===== config.mk =====
export PLATFORM = sky130hd
export DESIGN_NAME = panel_meter_bcd_output_interface
export DESIGN_NICKNAME = d
export VERILOG_FILES = /design/src/common/panel_meter_pkg.sv /design/src/core/panel_meter_bcd_output_interface.sv
export SDC_FILE = /design/constraint.sdc
export NUM_CORES = 1
export LEC_CHECK = 0
export ABC_AREA = 0
export BUFFER_PORTS_ARGS = -buffer_cell sky130_fd_sc_hd__clkbuf_2
export CAP_MARGIN = 20
export CORE_UTILIZATION = 62
export CTS_BUF_LIST = sky130_fd_sc_hd__clkbuf_2 sky130_fd_sc_hd__clkbuf_4 sky130_fd_sc_hd__clkbuf_8
export DETAILED_ROUTE_END_ITERATION = 10
export GPL_TIMING_DRIVEN = 1
export PLACE_DENSITY = 0.81
export SYNTH_ARGS = -nofsm -noshare
export SYNTH_HDL_FRONTEND = slang
export SYNTH_SLANG_ARGS = --single-unit

===== constraint.sdc =====
create_clock -name clk -period 13.65 [get_ports clk]
set_clock_uncertainty 0.1 [all_clocks]
set_input_delay 0.6825 -clock clk [delete_from_list [all_inputs] [get_ports clk]]
set_output_delay 0.6825 -clock clk [all_outputs]
set_load 0.005 [all_outputs]

===== src/common/panel_meter_pkg.sv =====
package panel_meter_pkg;

	// ------------------------------------------------------------
	// clock and timing figures
	// ------------------------------------------------------------
	localparam int unsigned CLK_HZ = 20_000_000;
	localparam int unsigned CYC_PER_MS = CLK_HZ / 1000;
	localparam int unsigned RATE_HZ = 5;
	localparam int unsigned WIN_MS = 50;
	localparam int unsigned CONV_FS_MS = 180;
	localparam int unsigned CONV_OVL_MS = 210;
	localparam int unsigned LOAD_MS = 5;
	localparam int unsigned DIGIT_MS = 1;

	localparam int unsigned PERIOD_CYC = CLK_HZ / RATE_HZ;
	localparam int unsigned WIN_CYC = WIN_MS * CYC_PER_MS;
	localparam int unsigned BUSY_CYC = PERIOD_CYC - WIN_CYC;
	localparam int unsigned OVL_CYC = (CONV_OVL_MS - CONV_FS_MS) * CYC_PER_MS;
	localparam int unsigned LOAD_CYC = LOAD_MS * CYC_PER_MS;
	localparam int unsigned DIGIT_CYC = DIGIT_MS * CYC_PER_MS;

	// ------------------------------------------------------------
	// data layout
	// ------------------------------------------------------------
	localparam int unsigned NDIG = 5;
	localparam int unsigned BCD_W = 4;
	localparam int unsigned MAG_W = 15;
	localparam int unsigned NDP = 4;
	localparam int unsigned TMR_W = 23;
	localparam int unsigned DIG_IDX_W = 3;
	localparam logic [MAG_W-1:0] FULL_COUNT = 15'h4E20;
	localparam logic [BCD_W-1:0] BCD_ADJ_LIM = 4'h4;
	localparam logic [BCD_W-1:0] BCD_ADJ = 4'h3;

	typedef enum logic [1:0] {
		ST_BUSY,
		ST_OVL,
		ST_WIN
	} conv_state_e;

endpackage


===== src/core/panel_meter_bcd_output_interface.sv =====
// Overview of operation
// blank input low blanks digits and sign
// unblanking shows stored reading at once
// hold low stops conversion, keeps last result
// releasing hold restarts repeating conversions
// each low point select lights its point
// status high converting, low when outputs valid
// polarity high when positive, latched per result
// latched overload when magnitude reaches full count
// overload blanks digits, sign stays valid
// four shared bcd lines, five digit strobes
// bcd lines belong to the strobed digit
// multiplexed data valid in window, status low
// parallel option latches all digits together
// parallel data valid while data ready high
// parallel latches load about 5 ms later
// conversion 180 ms, overload 210 ms; the code holds status high 150 ms, 180 ms on overload
// free running at five results per second
// digits coded 8-4-2-1 on bit lines
`timescale 1ns/1ps
`default_nettype none

module panel_meter_bcd_output_interface
	import panel_meter_pkg::*;
#(
	parameter int unsigned BUSY_CYCLES = BUSY_CYC,
	parameter int unsigned OVL_CYCLES = OVL_CYC,
	parameter int unsigned WIN_CYCLES = WIN_CYC,
	parameter int unsigned LOAD_CYCLES = LOAD_CYC,
	parameter int unsigned DIGIT_CYCLES = DIGIT_CYC,
	parameter bit PAR_EN = 1'b1
) (
	input wire logic clk,
	input wire logic nrst,
	input wire logic hold_n,
	input wire logic blank_n,
	input wire logic [NDP-1:0] decimal_point_select_n,
	input wire logic [MAG_W-1:0] mag_in,
	input wire logic positive_in,
	output logic status,
	output logic polarity,
	output logic overload,
	output logic [BCD_W-1:0] bcd,
	output logic [NDIG-1:0] digit_strobe,
	output logic [NDIG*BCD_W-1:0] disp_bcd,
	output logic digits_on,
	output logic sign_on,
	output logic [NDP-1:0] dp_on,
	output logic [NDIG*BCD_W-1:0] par_bcd,
	output logic par_polarity,
	output logic data_ready
);

	// ------------------------------------------------------------
	// pin synchronisers
	// ------------------------------------------------------------
	localparam int unsigned SYN_W = NDP + 2;

	logic [SYN_W-1:0] syn1_r;
	logic [SYN_W-1:0] syn2_r;
	wire logic [SYN_W-1:0] pins_raw;
	wire logic hold_on;
	wire logic blank_ok;
	wire logic [NDP-1:0] dp_sel_n_s;

	assign pins_raw = {hold_n, blank_n, decimal_point_select_n};
	assign hold_on = ~syn2_r[SYN_W-1];
	assign blank_ok = syn2_r[SYN_W-2];
	assign dp_sel_n_s = syn2_r[NDP-1:0];

	// open inputs float high, so reset to the inactive level
	always_ff @(posedge clk or negedge nrst) begin
		if (!nrst) begin
			syn1_r <= '1;
			syn2_r <= '1;
		end else begin
			syn1_r <= pins_raw;
			syn2_r <= syn1_r;
		end
	end

	// ------------------------------------------------------------
	// binary to bcd
	// ------------------------------------------------------------
	function automatic logic [NDIG*BCD_W-1:0] to_bcd(
		input logic [MAG_W-1:0] v
	);
		logic [NDIG*BCD_W+MAG_W-1:0] s;
		s = {{(NDIG*BCD_W){1'b0}}, v};
		for (int i = 0; i < MAG_W; i++) begin
			for (int j = 0; j < NDIG; j++) begin
				if (s[MAG_W+BCD_W*j +: BCD_W] > BCD_ADJ_LIM)
					s[MAG_W+BCD_W*j +: BCD_W] =
						s[MAG_W+BCD_W*j +: BCD_W] + BCD_ADJ;
			end
			s = s << 1;
		end
		return s[NDIG*BCD_W+MAG_W-1:MAG_W];
	endfunction

	// ------------------------------------------------------------
	// conversion sequencer
	// ------------------------------------------------------------
	conv_state_e st_r;
	conv_state_e st_nxt;
	logic [TMR_W-1:0] tmr_r;
	logic [TMR_W-1:0] tmr_nxt;
	logic [MAG_W-1:0] samp_mag_r;
	logic samp_pos_r;

	wire logic in_busy;
	wire logic in_ovl;
	wire logic in_win;
	wire logic busy_done;
	wire logic ovl_done;
	wire logic win_done;
	wire logic samp_ovl;
	wire logic abort;
	wire logic new_res;
	wire logic [MAG_W-1:0] res_mag;
	wire logic res_pos;

	assign in_busy = (st_r == ST_BUSY);
	assign in_ovl = (st_r == ST_OVL);
	assign in_win = (st_r == ST_WIN);
	assign busy_done = in_busy && tmr_r == TMR_W'(BUSY_CYCLES - 1);
	assign ovl_done = in_ovl && tmr_r == TMR_W'(OVL_CYCLES - 1);
	assign win_done = in_win && tmr_r >= TMR_W'(WIN_CYCLES - 1);
	assign samp_ovl = (mag_in >= FULL_COUNT);
	assign abort = (in_busy || in_ovl) && hold_on;
	assign new_res = !hold_on
		&& ((busy_done && !samp_ovl) || ovl_done);
	assign res_mag = in_ovl ? samp_mag_r : mag_in;
	assign res_pos = in_ovl ? samp_pos_r : positive_in;

	always_comb begin
		st_nxt = st_r;
		tmr_nxt = tmr_r + TMR_W'(1);
		unique case (st_r)
			ST_BUSY: begin
				if (abort) begin
					st_nxt = ST_WIN;
					tmr_nxt = '0;
				end else if (busy_done) begin
					st_nxt = samp_ovl ? ST_OVL : ST_WIN;
					tmr_nxt = '0;
				end
			end
			ST_OVL: begin
				if (abort || ovl_done) begin
					st_nxt = ST_WIN;
					tmr_nxt = '0;
				end
			end
			ST_WIN: begin
				if (win_done) begin
					tmr_nxt = tmr_r;
					// a low hold parks here, data stays valid
					if (!hold_on) begin
						st_nxt = ST_BUSY;
						tmr_nxt = '0;
					end
				end
			end
		endcase
	end

	always_ff @(posedge clk or negedge nrst) begin
		if (!nrst) begin
			st_r <= ST_BUSY;
			tmr_r <= '0;
		end else begin
			st_r <= st_nxt;
			tmr_r <= tmr_nxt;
		end
	end

	always_ff @(posedge clk or negedge nrst) begin
		if (!nrst) begin
			samp_mag_r <= '0;
			samp_pos_r <= 1'b0;
		end else if (busy_done) begin
			samp_mag_r <= mag_in;
			samp_pos_r <= positive_in;
		end
	end

	// ------------------------------------------------------------
	// latched result
	// ------------------------------------------------------------
	logic [NDIG*BCD_W-1:0] res_bcd_r;
	logic pol_r;
	logic ovl_r;
	wire logic [NDIG*BCD_W-1:0] res_bcd_nxt;
	wire logic ovl_nxt;

	assign res_bcd_nxt = new_res ? to_bcd(res_mag) : res_bcd_r;
	assign ovl_nxt = new_res ? (res_mag >= FULL_COUNT) : ovl_r;

	// result, sign and flag change together on the edge status drops
	always_ff @(posedge clk or negedge nrst) begin
		if (!nrst) begin
			res_bcd_r <= '0;
			pol_r <= 1'b0;
			ovl_r <= 1'b0;
		end else if (new_res) begin
			res_bcd_r <= res_bcd_nxt;
			pol_r <= res_pos;
			ovl_r <= ovl_nxt;
		end
	end

	assign polarity = pol_r;
	assign overload = ovl_r;

	// ------------------------------------------------------------
	// digit scan
	// ------------------------------------------------------------
	logic [DIG_IDX_W-1:0] idx_r;
	logic [DIG_IDX_W-1:0] idx_nxt;
	logic [TMR_W-1:0] dtmr_r;
	logic [TMR_W-1:0] dtmr_nxt;
	wire logic win_nxt;
	wire logic dig_step;
	wire logic [NDIG-1:0] strobe_nxt;
	wire logic [BCD_W-1:0] bcd_nxt;

	assign win_nxt = (st_nxt == ST_WIN);
	assign dig_step = dtmr_r == TMR_W'(DIGIT_CYCLES - 1);

	always_comb begin
		idx_nxt = '0;
		dtmr_nxt = '0;
		if (win_nxt && in_win) begin
			dtmr_nxt = dig_step ? '0 : dtmr_r + TMR_W'(1);
			idx_nxt = idx_r;
			if (dig_step)
				idx_nxt = (idx_r == DIG_IDX_W'(NDIG - 1))
					? '0 : idx_r + DIG_IDX_W'(1);
		end
	end

	for (genvar g = 0; g < NDIG; g++) begin : g_strobe
		assign strobe_nxt[g] = win_nxt
			&& idx_nxt == DIG_IDX_W'(g);
	end

	// bit lines carry only the digit whose strobe rises with them
	assign bcd_nxt = win_nxt
		? res_bcd_nxt[BCD_W*idx_nxt +: BCD_W] : '0;

	always_ff @(posedge clk or negedge nrst) begin
		if (!nrst) begin
			idx_r <= '0;
			dtmr_r <= '0;
			digit_strobe <= '0;
			bcd <= '0;
			status <= 1'b1;
		end else begin
			idx_r <= idx_nxt;
			dtmr_r <= dtmr_nxt;
			digit_strobe <= strobe_nxt;
			bcd <= bcd_nxt;
			status <= !win_nxt;
		end
	end

	// ------------------------------------------------------------
	// display drive
	// ------------------------------------------------------------
	// stored reading is always present, so unblanking needs no wait
	always_ff @(posedge clk or negedge nrst) begin
		if (!nrst) begin
			disp_bcd <= '0;
			digits_on <= 1'b0;
			sign_on <= 1'b0;
			dp_on <= '0;
		end else begin
			disp_bcd <= res_bcd_nxt;
			digits_on <= blank_ok && !ovl_nxt;
			sign_on <= blank_ok;
			dp_on <= ~dp_sel_n_s;
		end
	end

	// ------------------------------------------------------------
	// parallel output option
	// ------------------------------------------------------------
	logic load_pend_r;
	logic [TMR_W-1:0] ltmr_r;
	wire logic load_done;

	assign load_done = load_pend_r
		&& ltmr_r == TMR_W'(LOAD_CYCLES - 1);

	// a held meter keeps the old latches and data ready untouched
	always_ff @(posedge clk or negedge nrst) begin
		if (!nrst) begin
			load_pend_r <= 1'b0;
			ltmr_r <= '0;
			par_bcd <= '0;
			par_polarity <= 1'b0;
			data_ready <= 1'b0;
		end else if (!PAR_EN) begin
			data_ready <= 1'b0;
		end else if (new_res) begin
			load_pend_r <= 1'b1;
			ltmr_r <= '0;
			data_ready <= 1'b0;
		end else if (load_done) begin
			load_pend_r <= 1'b0;
			par_bcd <= res_bcd_r;
			par_polarity <= pol_r;
			data_ready <= 1'b1;
		end else if (load_pend_r) begin
			ltmr_r <= ltmr_r + TMR_W'(1);
		end
	end

endmodule

`default_nettype wire


==> results.toml <==
[clock_network]
cts_hold_buf = 0
cts_tree = "done"
htreeDepth = 4
insertion_delay_ns = 0.47
clkSlewWorstSetupHoldPaths_ns = 0.10
cts.sinks = 183
cts_buffers = 17
clk_path_buf_depth = 2
ctsRootBufferMaster = "clkbuf_8"

[global_route]
grt_pass1_wl_mm = 54.9
grt_max_degree = 101
grt.met1_usage_pct = 40.0
grt.total_usage_pct = 29.7
grtUsageMet2_pct = 49.7
busiest_layer = "met2"
antenna_found_initial = 0
grt_overflow = 0
met3_usage_pct = 3.79
grt_pass1_vias = 11250

[synthesis]
async_flop_share_pct = 100
ys_seq_area_share_pct = 33.5
synth_nets = 1639
synth_top_flop_cell = "dfrtp_1"
postSynthAreaPerCell_um2 = 8.74
synth_edf_count = 0
ys_types = 115
ys_warn_count = 0
synth_area_um2 = 13700
ys_ff_latch = 183
netlist_instances = 1568

[critical_path]
reg2reg_depth = 55
critical_path_depth = 55
critPathRequiredTime_ns = 13.95
max_stage_delay_ns = 0.43
cp.arrival_ns = 13.23
critPathCaptureType = "flip-flop"
cp_common_cell = "inv_1"
critPathBufInv = 12
crit_fanout = 13
crit_family = "compound AO/OA/AOI/OAI gates"
slowest_stage = "a2111oi_4"
criticalPathCategory = "reg2reg"
worst_setup_path_start_kind = "flip-flop"

[floorplan]
rows = 54
start_util_pct = 63.0
core_um2 = 21800
die-height_um = 151
io_pins = 84
fp.dieArea_um2 = 22700
die_w_um = 151

[place]
dp.final_hpwl_mm = 24.5
port-buffer-count = 83
place_congestion = 0.938

[routing]
antenna_left = 0
drc = 0
firstDrtPassIters = 6
first_iter_violations = 1249
avgViaCountPerCell = 6.52
post_drt_wl_per_cell_um = 17.7
vias = 12538
routed_wl_mm = 34.0

[sta]
min_period_over_period_pct = 94.8
holdWs_ns = 0.189
max_slew_margin_pct = 36.1
worst_slew_pin_slew_ns = 0.957
hold_viol_final = 0
fmax_ghz = 0.0773
setup_viol = 0
finalCriticalPeriod_ns = 12.94
fin_setup_tns_ns = 0
maxSlewViolCount = 0

[run]
cap_violations = 0

[cells_and_area]
drive_gt1_share_pct = 18.4
syn2layout_area_growth_pct = 9.25
fillerInstances = 1712
n_antenna_cell = 0
nets = 1702

[run_status]
status = "completed"

[min_path]
min_path_cells = 1
hold_path.class = "in2reg"
[cells by family after synthesis]
| family | count (synthesis) | share of synthesized area, % |
|---|---|---|
| XOR/XNOR | 81 | 5.34 |
| buffers and inverters | 126 | 3.65 |
| flip-flops | 183 | 33.5 |
| AO/OA/AOI/OAI | 435 | 24.0 |
| AND/OR/NAND/NOR | 600 | 21.3 |
| multiplexers | 96 | 7.87 |
| adder cells (fa/ha/maj) | 47 | 4.29 |
[sequential cells by signal, indices dropped and copies added (netlist names), 2 cells and up]
register / flops
dtmr_r: 23
ltmr_r: 23
tmr_r: 23
disp_bcd: 20
par_bcd: 20
res_bcd_r: 20
samp_mag_r: 15
syn1_r: 6
syn2_r: 6
digit_strobe: 5
bcd: 4
dp_on: 4
idx_r: 3
st_r: 2
[per-stage QoR]
step | setup WS (ns) | std cells | util, % | cell area [µm²]
floorplan | 1.09 | 1568 | - | 13700
global placement | 0.699 | 1885 | 65.9 | 14300
detailed placement | 0.103 | 1886 | 65.9 | 14300
CTS | 0.0350 | 1918 | 67.6 | 14700
global route | -0.129 | 1924 | 68.8 | 15000
finish | 0.713 | 1924 | 68.8 | 15000
[layout make-up]
class,instances,area (µm²),share of cell area [%]
Clock buffer,17,234,1.56
Clock inverter,15,139,0.927
Inverter,70,267,1.78
Multi-Input combinational cell,1259,8820,58.9
Sequential cell,183,4600,30.7
Tap cell,280,350,2.34
Timing Repair Buffer,100,573,3.83
[final timing paths]
path / startpoint / endpoint / slack (ns)
worst min-delay path: hold_n / syn1_r[5] / 0.19
min in group asynchronous: nrst / tmr_r[4] / 0.23
worst max register to register: st_r[1] / bcd[2] / 0.71
worst max-delay path: st_r[1] / bcd[2] / 0.71
max in group asynchronous: nrst / disp_bcd[6] / 12.06
worst min register to register: syn1_r[2] / syn2_r[2] / 0.26
[layer usage]
| layer | routed length [µm] | vias up |
|---|---|---|
| met4 | 726 | 0 |
| met3 | 1680 | 58 |
| met5 | 0 | - |
| met2 | 16700 | 436 |
| li1 | - | 5946 |
| met1 | 14900 | 6098 |
[cell usage in the layout, fill, tap and decap left out, types with 37 or more instances in the layout]
master / synthesis / final
nand2_1: 131 / 130
nand3_1: 63 / 62
o21ai_0: 68 / 66
clkbuf_2: 0 / 82
dfrtp_1: 170 / 170
nor3_1: 37 / 37
mux2_2: 48 / 48
a21oi_1: 70 / 67
nor2_1: 189 / 189
ha_1: 47 / 43
xor2_1: 42 / 40
inv_1: 65 / 65
[Yosys cell counts (6+ instances only)]
cell	number	area, µm²
nor4_1	22	138
nand2b_1	13	81.3
a211o_1	8	70.1
o21ai_1	19	95.1
a22oi_1	13	97.6
o22ai_1	10	62.6
and2_1	17	106
or3_1	21	131
a22o_1	7	61.3
dfrtp_1	170	4250
o2111ai_1	6	52.6
nand3_1	63	315
nor2_1	189	709
xor2_1	42	368
xnor2_1	36	315
o221ai_1	6	52.6
o21a_1	15	113
a21oi_1	70	350
a211oi_2	6	75.1
a21o_1	16	120
and3_1	26	163
nor3_1	37	185
a21boi_0	6	45.0
nand4_1	23	144
o31ai_1	15	113
dfstp_2	13	342
a221oi_1	8	70.1
nor2b_1	10	62.6
o211ai_1	23	173
mux2i_1	35	350
a211oi_1	17	128
a31oi_1	11	68.8
mux2_2	48	541
inv_1	65	244
ha_1	47	588
o21ai_0	68	340
nand2_1	131	492
or2_2	7	43.8
buf_2	13	65.1
clkbuf_1	36	135
[what timing repair did]
action / in CTS / in global routing
setup endpoints to repair: 1 / 35
resized for setup: 1 / 37
setup buffers: 0 / 4
gates cloned: 0 / 0
pin swaps: 0 / 3
Power is not shown: default switching activity piles up to over one toggle a cycle in this logic, so the estimate is an artifact.
